**src/shared/bvc_pkg.sv**
```systemverilog
// Shared constants for the buck voltage control register pair
package bvc_pkg;
    localparam logic [7:0] BUCK1_OFFSET    = 8'h16;
    localparam logic [7:0] BUCK2_OFFSET    = 8'h17;
    localparam logic [7:0] BUCK1_RESET     = 8'hAB;
    localparam logic [7:0] BUCK2_RESET     = 8'hB2;
    localparam int         SKIP_BIT        = 7;
    localparam int         RSVD_BIT        = 6;
    localparam int         CODE_MSB        = 5;
    localparam logic [7:0] WRITE_MASK      = 8'hBF;
    localparam int         BLANK_TIME_US   = 5000;
    localparam int         CLK_PERIOD_NS   = 10;
    localparam int         BLANK_CYCLES    = (BLANK_TIME_US * 1000) / CLK_PERIOD_NS;
    localparam int         BLANK_CNT_W     = 19;
endpackage

```
**src/verilog/bvc_regs.sv**
```systemverilog
// Buck converter voltage and light-load control registers
// Function
// - First buck register sits at subaddress 16h and resets to ABh.
// - Second buck register sits at subaddress 17h, resets to B2h, same layout.
// - Writes land only when the password unlock is granted; others are ignored.
// - Any accepted write blanks that output's OV/UV monitoring for 5 ms.
// - A new voltage code reaches the output only after apply or apply-bypass is set.
// - Bit 7 selects light-load mode, 0 forced PWM, 1 pulse-skip, resetting to 1.
// - Bits 5..0 hold the six-bit voltage code.
// - Second converter code resets to 32h with skip enable set and bit 6 zero.
module bvc_regs #(
    parameter int BLANK_CYCLES_P = bvc_pkg::BLANK_CYCLES
) (
    input  wire logic       CORE_CLK_IN,        // Register clock
    input  wire logic       RST_N_IN,           // Sync reset, active low
    input  wire logic       WR_EN_IN,           // Register write strobe
    input  wire logic [7:0] ADDR_IN,            // Subaddress
    input  wire logic [7:0] WDATA_IN,           // Write data
    input  wire logic       UNLOCK_IN,          // Password unlock granted
    input  wire logic [7:0] RD_ADDR_IN,         // Read subaddress
    output logic      [7:0] RDATA_OUT,          // Read data
    output logic            RD_HIT_OUT,         // Read address maps here
    input  wire logic       APPLY_IN,           // Apply bit pulse
    input  wire logic       APPLY_BYPASS_IN,    // Apply-bypass bit level
    input  wire logic [1:0] LIGHT_LOAD_IN,      // Light-load seen per converter
    output logic      [5:0] BUCK1_VOLTAGE_CODE_OUT, // Active code, converter 1
    output logic      [5:0] BUCK2_VOLTAGE_CODE_OUT, // Active code, converter 2
    output logic      [1:0] SKIP_ACTIVE_OUT,    // Pulse-skip in use
    output logic      [1:0] MON_BLANK_OUT       // OV/UV monitor blanked
);
    // ------------------------------------------------------------
    // Register writes
    // ------------------------------------------------------------
    logic [7:0] buck1_r;
    logic [7:0] buck2_r;
    logic [5:0] act1_r;
    logic [5:0] act2_r;
    logic [bvc_pkg::BLANK_CNT_W-1:0] blank1_r;
    logic [bvc_pkg::BLANK_CNT_W-1:0] blank2_r;
    logic [1:0] ll1_r;
    logic [1:0] ll2_r;

    // ------------------------------------------------------------
    // Subaddress decode
    // ------------------------------------------------------------
    // Shared by the write decode, the read decode and the checks below
    function automatic logic addr_is(
        input logic [7:0] addr,
        input logic [7:0] offset
    );
        addr_is = (addr == offset);
    endfunction

    wire wr1 = WR_EN_IN && UNLOCK_IN && addr_is(ADDR_IN, bvc_pkg::BUCK1_OFFSET);
    wire wr2 = WR_EN_IN && UNLOCK_IN && addr_is(ADDR_IN, bvc_pkg::BUCK2_OFFSET);
    // Reserved bit is masked on the way in so storage can never hold a one
    wire [7:0] wval = WDATA_IN & bvc_pkg::WRITE_MASK;
    wire apply = APPLY_IN || APPLY_BYPASS_IN;

    function automatic logic [bvc_pkg::BLANK_CNT_W-1:0] blank_next(
        input logic wr,
        input logic [bvc_pkg::BLANK_CNT_W-1:0] cnt
    );
        if (wr)
            blank_next = bvc_pkg::BLANK_CNT_W'(BLANK_CYCLES_P);
        else if (cnt != '0)
            blank_next = cnt - 1'b1;
        else
            blank_next = cnt;
    endfunction

    always_ff @(posedge CORE_CLK_IN)
    begin
        if (!RST_N_IN)
        begin
            buck1_r  <= bvc_pkg::BUCK1_RESET;
            buck2_r  <= bvc_pkg::BUCK2_RESET;
            act1_r   <= bvc_pkg::BUCK1_RESET[5:0];
            act2_r   <= bvc_pkg::BUCK2_RESET[5:0];
            blank1_r <= '0;
            blank2_r <= '0;
            ll1_r    <= 2'h0;
            ll2_r    <= 2'h0;
        end
        else
        begin
            if (wr1)
                buck1_r <= wval;
            if (wr2)
                buck2_r <= wval;
            if (apply)
            begin
                act1_r <= buck1_r[bvc_pkg::CODE_MSB:0];
                act2_r <= buck2_r[bvc_pkg::CODE_MSB:0];
            end
            blank1_r <= blank_next(wr1, blank1_r);
            blank2_r <= blank_next(wr2, blank2_r);
            ll1_r    <= {ll1_r[0], LIGHT_LOAD_IN[0]};
            ll2_r    <= {ll2_r[0], LIGHT_LOAD_IN[1]};
        end
    end

    // ------------------------------------------------------------
    // Outputs and read path
    // ------------------------------------------------------------
    assign BUCK1_VOLTAGE_CODE_OUT = act1_r;
    assign BUCK2_VOLTAGE_CODE_OUT = act2_r;
    // Skip only where enabled and load is light; else normal switching
    assign SKIP_ACTIVE_OUT[0] = buck1_r[bvc_pkg::SKIP_BIT] && ll1_r[1];
    assign SKIP_ACTIVE_OUT[1] = buck2_r[bvc_pkg::SKIP_BIT] && ll2_r[1];
    assign MON_BLANK_OUT = {blank2_r != '0, blank1_r != '0};

    wire hit1 = addr_is(RD_ADDR_IN, bvc_pkg::BUCK1_OFFSET);
    wire hit2 = addr_is(RD_ADDR_IN, bvc_pkg::BUCK2_OFFSET);
    assign RD_HIT_OUT = hit1 || hit2;
    assign RDATA_OUT  = hit1 ? buck1_r : (hit2 ? buck2_r : 8'h00);
endmodule
```
**config.mk**
```make
export PLATFORM = sky130hd
export DESIGN_NAME = bvc_regs
export DESIGN_NICKNAME = d
export VERILOG_FILES = /design/src/shared/bvc_pkg.sv /design/src/verilog/bvc_regs.sv
export SDC_FILE = /design/constraint.sdc
export NUM_CORES = 1
export LEC_CHECK = 0
export BUFFER_PORTS_ARGS = -buffer_cell sky130_fd_sc_hd__buf_2
export CORE_MARGIN = 2
export CORE_UTILIZATION = 53
export DETAILED_ROUTE_END_ITERATION = 8
export HOLD_SLACK_MARGIN = 0.08
export PLACE_DENSITY = 0.8
export SETUP_SLACK_MARGIN = 0.5
export SLEW_MARGIN = 15
export SYNTH_ARGS = -nofsm -noshare
export SYNTH_HDL_FRONTEND = slang
export SYNTH_SLANG_ARGS = --single-unit
```
**constraint.sdc**
```tcl
create_clock -name CORE_CLK_IN -period 5.2 [get_ports CORE_CLK_IN]
set_input_delay 1.04 -clock CORE_CLK_IN [delete_from_list [all_inputs] [get_ports CORE_CLK_IN]]
set_output_delay 1.04 -clock CORE_CLK_IN [all_outputs]
set_load 0.01 [all_outputs]
```
Word level (Yosys, flattened, before mapping)
Index checks and enable logic that the tools add are counted.
- output and inout bits: 25
- word-level logic and storage cells: 36
- bits in registers: 68
- mux-type cells: 6
- equal/unequal tests: 4
- add/sub/neg operators: 2
- reductions and logical operators: 13
- bitwise operators: 1
- operators with widths (operator ; count):
    19-bit 2-to-1 mux ; 4
    19-bit nonzero test ; 2
    19-bit by 1-bit subtractor with 19-bit output (second input constant) ; 2
    8-bit by 5-bit equality test with 1-bit output (second input constant) ; 4
    8-bit 2-to-1 mux ; 2
    1-bit logical AND ; 5
    2-bit nonzero test ; 2
    2-bit OR reduction ; 2
    1-bit logical OR ; 2
    1-bit NOT ; 1

Longest topological paths before layout
Gate-level depths: netlist of run 1.
- depth after elaboration: 3
- gate-level depth with buffers: 8

Worst setup path after synthesis of run 1
No wires, ideal clock.
- path type: reg2out
- start point: register blank1_r[0] (netlist name)
- end point: output MON_BLANK_OUT[0]
- path slack: 2.202 ns
- stages on the path, launching flop included: 6
- data arrival time: 1.958 ns
- cell sequence: dfxtp_1 -> inv_1 -> ha_1 -> or4b_2 -> nor4_2 -> nand3b_1
- cells in the longest elaborated chain, start to end: 1
- ends and longest elaborated chain (item ; RTL line ; RTL):
    start, declared ; bvc_regs.sv:38 ; logic [bvc_pkg::BLANK_CNT_W-1:0] blank1_r;
    start signal, assigned ; bvc_regs.sv:96 ; blank1_r <= blank_next(wr1, blank1_r);
    19-bit nonzero test ; bvc_regs.sv:111 ; assign MON_BLANK_OUT = {blank2_r != '0, blank1_r != '0};
    end, declared ; bvc_regs.sv:29 ; output logic [1:0] MON_BLANK_OUT
No other way between the ends.

Final worst setup path of run 1
Ends and elaborated chain as after synthesis.

==> metrics.yaml, run 1 <==
startpoint: "blank1_r[0]"
gr-usage-met2: 0.381
setup_violations: 0
avgSynthCellArea_sq_um: 8.71
fin_crit_sh: 0.718
yosysTopAreaCell: "dfxtp_1"
routed_wl_um: 6940
skew_ps: 6.95
ir_drop_uv: 362
cts_hold_buffers: 0
start_util: 0.556
io_buffers: 54
cts_buffer_depth: 2
dieArea_sq_um: 6510
die_w_um: 80.7
core_sq_um: 5610
tightestPinTransition_ps: 868
total_power_mw: 2.25
worst-path-max-fanout: 7
clock_tree.root_cell: "clkbuf_8"
rsz0062_at_grt: "false"
path_clk_slew_ps: 80
power_density_nw_per_um2: 624
fin_cells: 482
fin_tns_setup_ps: 0
area_growth_pct: 15.7
postCtsSetupBuffers: 0
final_area_sq_um: 3610
final_cell_mix: "dfxtp_1, buf_2, nor2_1"
grt_max_degree: 25
mostFrequentLayoutCell: "dfxtp_1"
dr.pass1.iters: 4
ys_warn_count: 0
htree_levels: 3
post-route-drc-count: 0
grtUsageMet1: 0.267
worstHoldStart: "ll2_r[0]"
grt_pass1_wl_um: 11300
synth_nets: 394
status: "complete, no violations"
cts_resized: 0
routedWlPerCell_um: 14.4
syn_inst: 358
ys_ff_latch: 68
synth_area_sq_um: 3120
antenna_found_initial: 0
ant_nets: 0
routed_via_density: 5.63
hold_class: "reg -> reg"
whs_ps: 438
worst-setup-path-type: "reg -> out"
track_usage: 0.224
seq_area_frac_synth: 0.437
hold_violations: 0
cts_buffers: 9
cap_violations: 0
gp_congestion: 0.859
fin_nets: 441
postPlaceCellArea_sq_um: 3400
cts_tree: "done"
worstPathArrival_ps: 2700
grt_pass1_vias: 2508
clkSinkCount: 68
ys_types: 43
use_met3: 0.0517
drt_iter0_markers: 184
cellLeakagePower_nw: 1.59
placed_cells: 466
timing.fmax_mhz: 268
overflow: 0
slew_headroom: 0.417
diodes: 0
rows: 27
ios: 57
vias: 2713
clk_latency_ps: 350
dieHeight_um: 80.7
required_ps: 4160
r2r_start: "blank1_r[0]"
synth.top_cell.area_share: 0.437
maxSlewViolCount: 0
layout-drive-gt1-share: 0.202
r2r_slack_ps: 2580
ys_top_cells_by_area: "dfxtp_1, mux2i_1, nor2_1, nand2_1, a21oi_1"
end_kind: "primary output"
period_needed_ps: 3740
hpwl_um: 4630
cp-start-kind: "flip-flop"
busiest_layer: "met2"
==> synthesized netlist by cell type <==
library cell and number:
a2111oi_0 1, a2111oi_2 1, a211oi_1 4, a21oi_1 25
a31oi_1 3, and2_1 6, buf_2 1, buf_4 1
clkbuf_1 16, conb_1 1, dfxtp_1 68, ha_1 4
inv_1 6, mux2_2 1, mux2i_1 23, nand2_1 40
nand2b_1 3, nand3_1 13, nand3b_1 4, nand4_1 4
nand4b_1 2, nand4bb_1 1, nor2_1 41, nor2b_1 1
nor3_1 12, nor3_4 1, nor3b_1 1, nor4_1 6
nor4_2 1, nor4b_1 1, o211ai_1 3, o21ai_0 6
o21bai_1 1, o31ai_1 4, o41ai_1 1, or2_2 5
or3_1 7, or4_1 11, or4_4 1, or4b_1 1
or4b_2 3, xnor2_1 10, xor2_1 13
==> final cells by class <==
| cell class | instances | area [sq um] |
|---|---|---|
| well taps | 72 | 90.1 |
| clock buffers | 10 | 138 |
| clock inverters | 6 | 63.8 |
| flip-flops and latches | 68 | 1360 |
| inverters | 6 | 22.5 |
| repair buffers | 54 | 270 |
| fillers | 501 | 2000 |
| multi-input cells | 266 | 1660 |
==> logic make-up (layout without fill, tap and decap cells) <==
| group | count (synthesis) | in the layout | synth area share |
|---|---|---|---|
| AOI/OAI and AO/OA | 49 | 49 | 0.0951 |
| buffers and inverters | 24 | 76 | 0.0305 |
| other | 1 | 1 | 0.00120 |
| muxes | 24 | 24 | 0.0775 |
| and+or+nand+nor | 165 | 165 | 0.278 |
| DFF | 68 | 68 | 0.437 |
| adders and majority gates | 4 | 4 | 0.0161 |
| xor gates and xnor gates | 23 | 23 | 0.0646 |
==> per-layer routing <==
metal	vias up	routed length, um
met5	-	0
met4	0	122
met3	11	380
met2	73	3300
met1	1271	3140
li1	1358	-
==> path summary, 6_finish.rpt <==
kind	endpoint	cells after the start
setup / recovery	MON_BLANK_OUT[0]	6
hold / removal	ll2_r[1]	1
setup reg to reg	blank1_r[10]	7
hold reg to reg	ll2_r[1]	1
==> critical path, stage by stage, from the launching register on <==
cell	delay, ps
dfxtp_1	340
inv_1	120
ha_1	180
or4b_2	700
nor4_2	670
nand3b_1	170
buf_2	180
==> per-stage QoR <==
step           worst slack [ps]  utilization
3_3_place_gp               1920        0.607
6_report                   1460        0.643
5_1_grt                    1340        0.643
3_5_place_dp               1850        0.607
2_1_floorplan              2200            -
4_1_cts                    1470        0.643
==> sequential cells by signal (all words and copies together), names as in the netlist <==
| signal | flops |
|---|---|
| blank1_r | 19 |
| buck1_r | 7 |
| ll1_r | 2 |
| BUCK2_VOLTAGE_CODE_OUT | 6 |
| ll2_r | 2 |
| buck2_r | 7 |
| blank2_r | 19 |
| BUCK1_VOLTAGE_CODE_OUT | 6 |
==> power by group <==
part           leakage [nW]  total (mW)  switching, mW  internal [mW]
sequential            0.556       0.794          0.140          0.654
combinational         0.932        1.01          0.581          0.433
clock                0.0983       0.441          0.208          0.233
total                  1.59        2.25          0.929           1.32
(Power assumes the default switching activity.)
==> run 2: changes to the inputs <==
clock period = 3.7 ns   (was 5.2 ns; I/O delays follow)
==> run 2 against run 1 <==
Effect of this change:
- hold slack worse by 2.0 ps
- via count up 1.3%
- non-clock buffer count rose by 5
- sequential share of layout area is 0.62 points lower
- clock skew increased by 2.5 ps
- critical endpoint unchanged
==> metrics.yaml, run 2 (synthesis gave the netlist of run 1 again) <==
p_switching_mw: 1.29
routedWlPerCell_um: 14.4
slew_headroom: 0.403
ant_nets: 0
r2r_slack_ps: 1230
worstHoldStart: "ll2_r[0]"
path_clk_slew_ps: 70
setup_violations: 0
p_comb_frac: 0.450
antenna_found_initial: 0
grt_pass1_wl_um: 11700
dr.pass1.iters: 4
die_w_um: 80.7
rsz0062_at_grt: "false"
r2r_start: "blank1_r[5]"
cts_hold_buffers: 0
post-route-drc-count: 0
timing.fmax_mhz: 335
vias: 2749
htree_levels: 3
rows: 27
skew_ps: 9.46
diodes: 0
mostFrequentLayoutCell: "dfxtp_1"
core_sq_um: 5610
cts_buffer_depth: 2
drt_iter0_markers: 227
ios: 57
reg2reg_to: "blank1_r[5]"
fin_nets: 446
clock_tree.root_cell: "clkbuf_8"
fin_tns_setup_ps: 0
dieHeight_um: 80.7
start_util: 0.556
hold_violations: 0
fin_cells: 486
status: "complete, no violations"
overflow: 0
cap_violations: 0
track_usage: 0.233
worstPathArrival_ps: 2240
grt_max_degree: 25
cts_tree: "done"
grt_pass1_vias: 2533
nFillCells: 497
internal_power_mw: 1.98
placed_cells: 471
clk_latency_ps: 340
p_sw_frac: 0.394
end_kind: "primary output"
cellLeakagePower_nw: 1.62
worstPathCellList: "inv_1 -> ha_1 -> or4b_2 -> nor4_2 -> nand3b_1 -> buf_2"
ir_drop_uv: 608
gp_congestion: 0.859
r2r_cells: 5
worst-path-max-fanout: 5
layout-drive-gt1-share: 0.210
required_ps: 2960
routed_wl_um: 7000
period_needed_ps: 2980
power_frac_clock: 0.211
fin_crit_sh: 0.806
power_density_nw_per_um2: 893
tightestPinTransition_ps: 892
final_cell_mix: "dfxtp_1, buf_2, nor2_1"
dieArea_sq_um: 6510
hold_class: "reg -> reg"
holdPathStages: 1
cpMaxStageDelayCell: "or4b_2"
biggestRegsByFlops: "blank1_r x19, blank2_r x19"
total_power_mw: 3.27
area_growth_pct: 17.6
io_buffers: 54
cp-start-kind: "flip-flop"
hpwl_um: 4680
postCtsSetupBuffers: 0
cts_resized: 0
cts_buffers: 9
clkSinkCount: 68
min_to: "ll2_r[1]"
critPathMaxStageDelay_ps: 710
share_seq_of_total_power: 0.339
maxSlewViolCount: 0
worst-setup-path-type: "reg -> out"
routed_via_density: 5.66
-- run 2: changes by cell type in the layout (fill, tap and decap cells not counted) --
cell        change
clkinv_2        -1
bufinv_16       +1
buf_4           +5
clkinv_4        -1
clkinvlp_4      -1
clkbuf_8        +1
-- run 2: how the worst max path moves through the flow --
stage,startpoint,to,slack [ps],depth (start not counted)
2_1_floorplan,blank1_r[0],MON_BLANK_OUT[0],1000,5
3_3_place_gp,ADDR_IN[7],blank1_r[7],1110,7
3_5_place_dp,ADDR_IN[7],blank1_r[7],1080,7
4_1_cts,blank1_r[0],MON_BLANK_OUT[0],720,6
5_1_grt,blank1_r[0],MON_BLANK_OUT[0],600,6
6_report,blank1_r[0],MON_BLANK_OUT[0],720,6
-- run 2: through the flow --
stage	hold slack [ps]	setup slack [ps]	area (sq um)	util
after floorplan	412	1000	3120	-
after global placement	415	1110	3440	0.614
after detailed placement	423	1080	3440	0.614
after CTS	439	723	3670	0.654
after global routing	453	601	3670	0.654
final	436	718	3670	0.654
-- run 2: critical path, delay by kind of cell (launching register included) --
| family | cells | cell delay [ps] |
|---|---|---|
| DFF | 1 | 320 |
| adders and majority gates | 1 | 180 |
| buffers and inverters | 2 | 260 |
| and+or+nand+nor | 3 | 1140 |
-- run 2: layer usage --
metal | vias to the layer above | global-route usage | wire [um] | part of all wire
li1 | 1363 | - | - | -
met1 | 1299 | 0.302 | 3160 | 0.45
met2 | 77 | 0.372 | 3350 | 0.48
met3 | 10 | 0.0494 | 377 | 0.054
met4 | 0 | 0.107 | 116 | 0.017
met5 | - | 0 | 0 | 0
-- run 2: power by group through the flow --
stage                     clock, mW  combinational, mW  sequential [mW]
after detailed placement          0               1.45             1.12
final                         0.690               1.47             1.11
after global routing          0.731               1.66             1.14
after global placement            0               1.41             1.11
after floorplan                   0               1.17             1.07
after CTS                     0.698               1.47             1.11
-- run 2: cell type report --
type                    count  area, sq um  share of cell area
clock inverters             4         72.6              0.0198
flip-flops and latches     68         1360               0.371
clock buffers              11          151              0.0413
repair buffers             59          308              0.0840
inverters                   6         22.5             0.00614
multi-input cells         266         1660               0.453
well taps                  72         90.1              0.0246
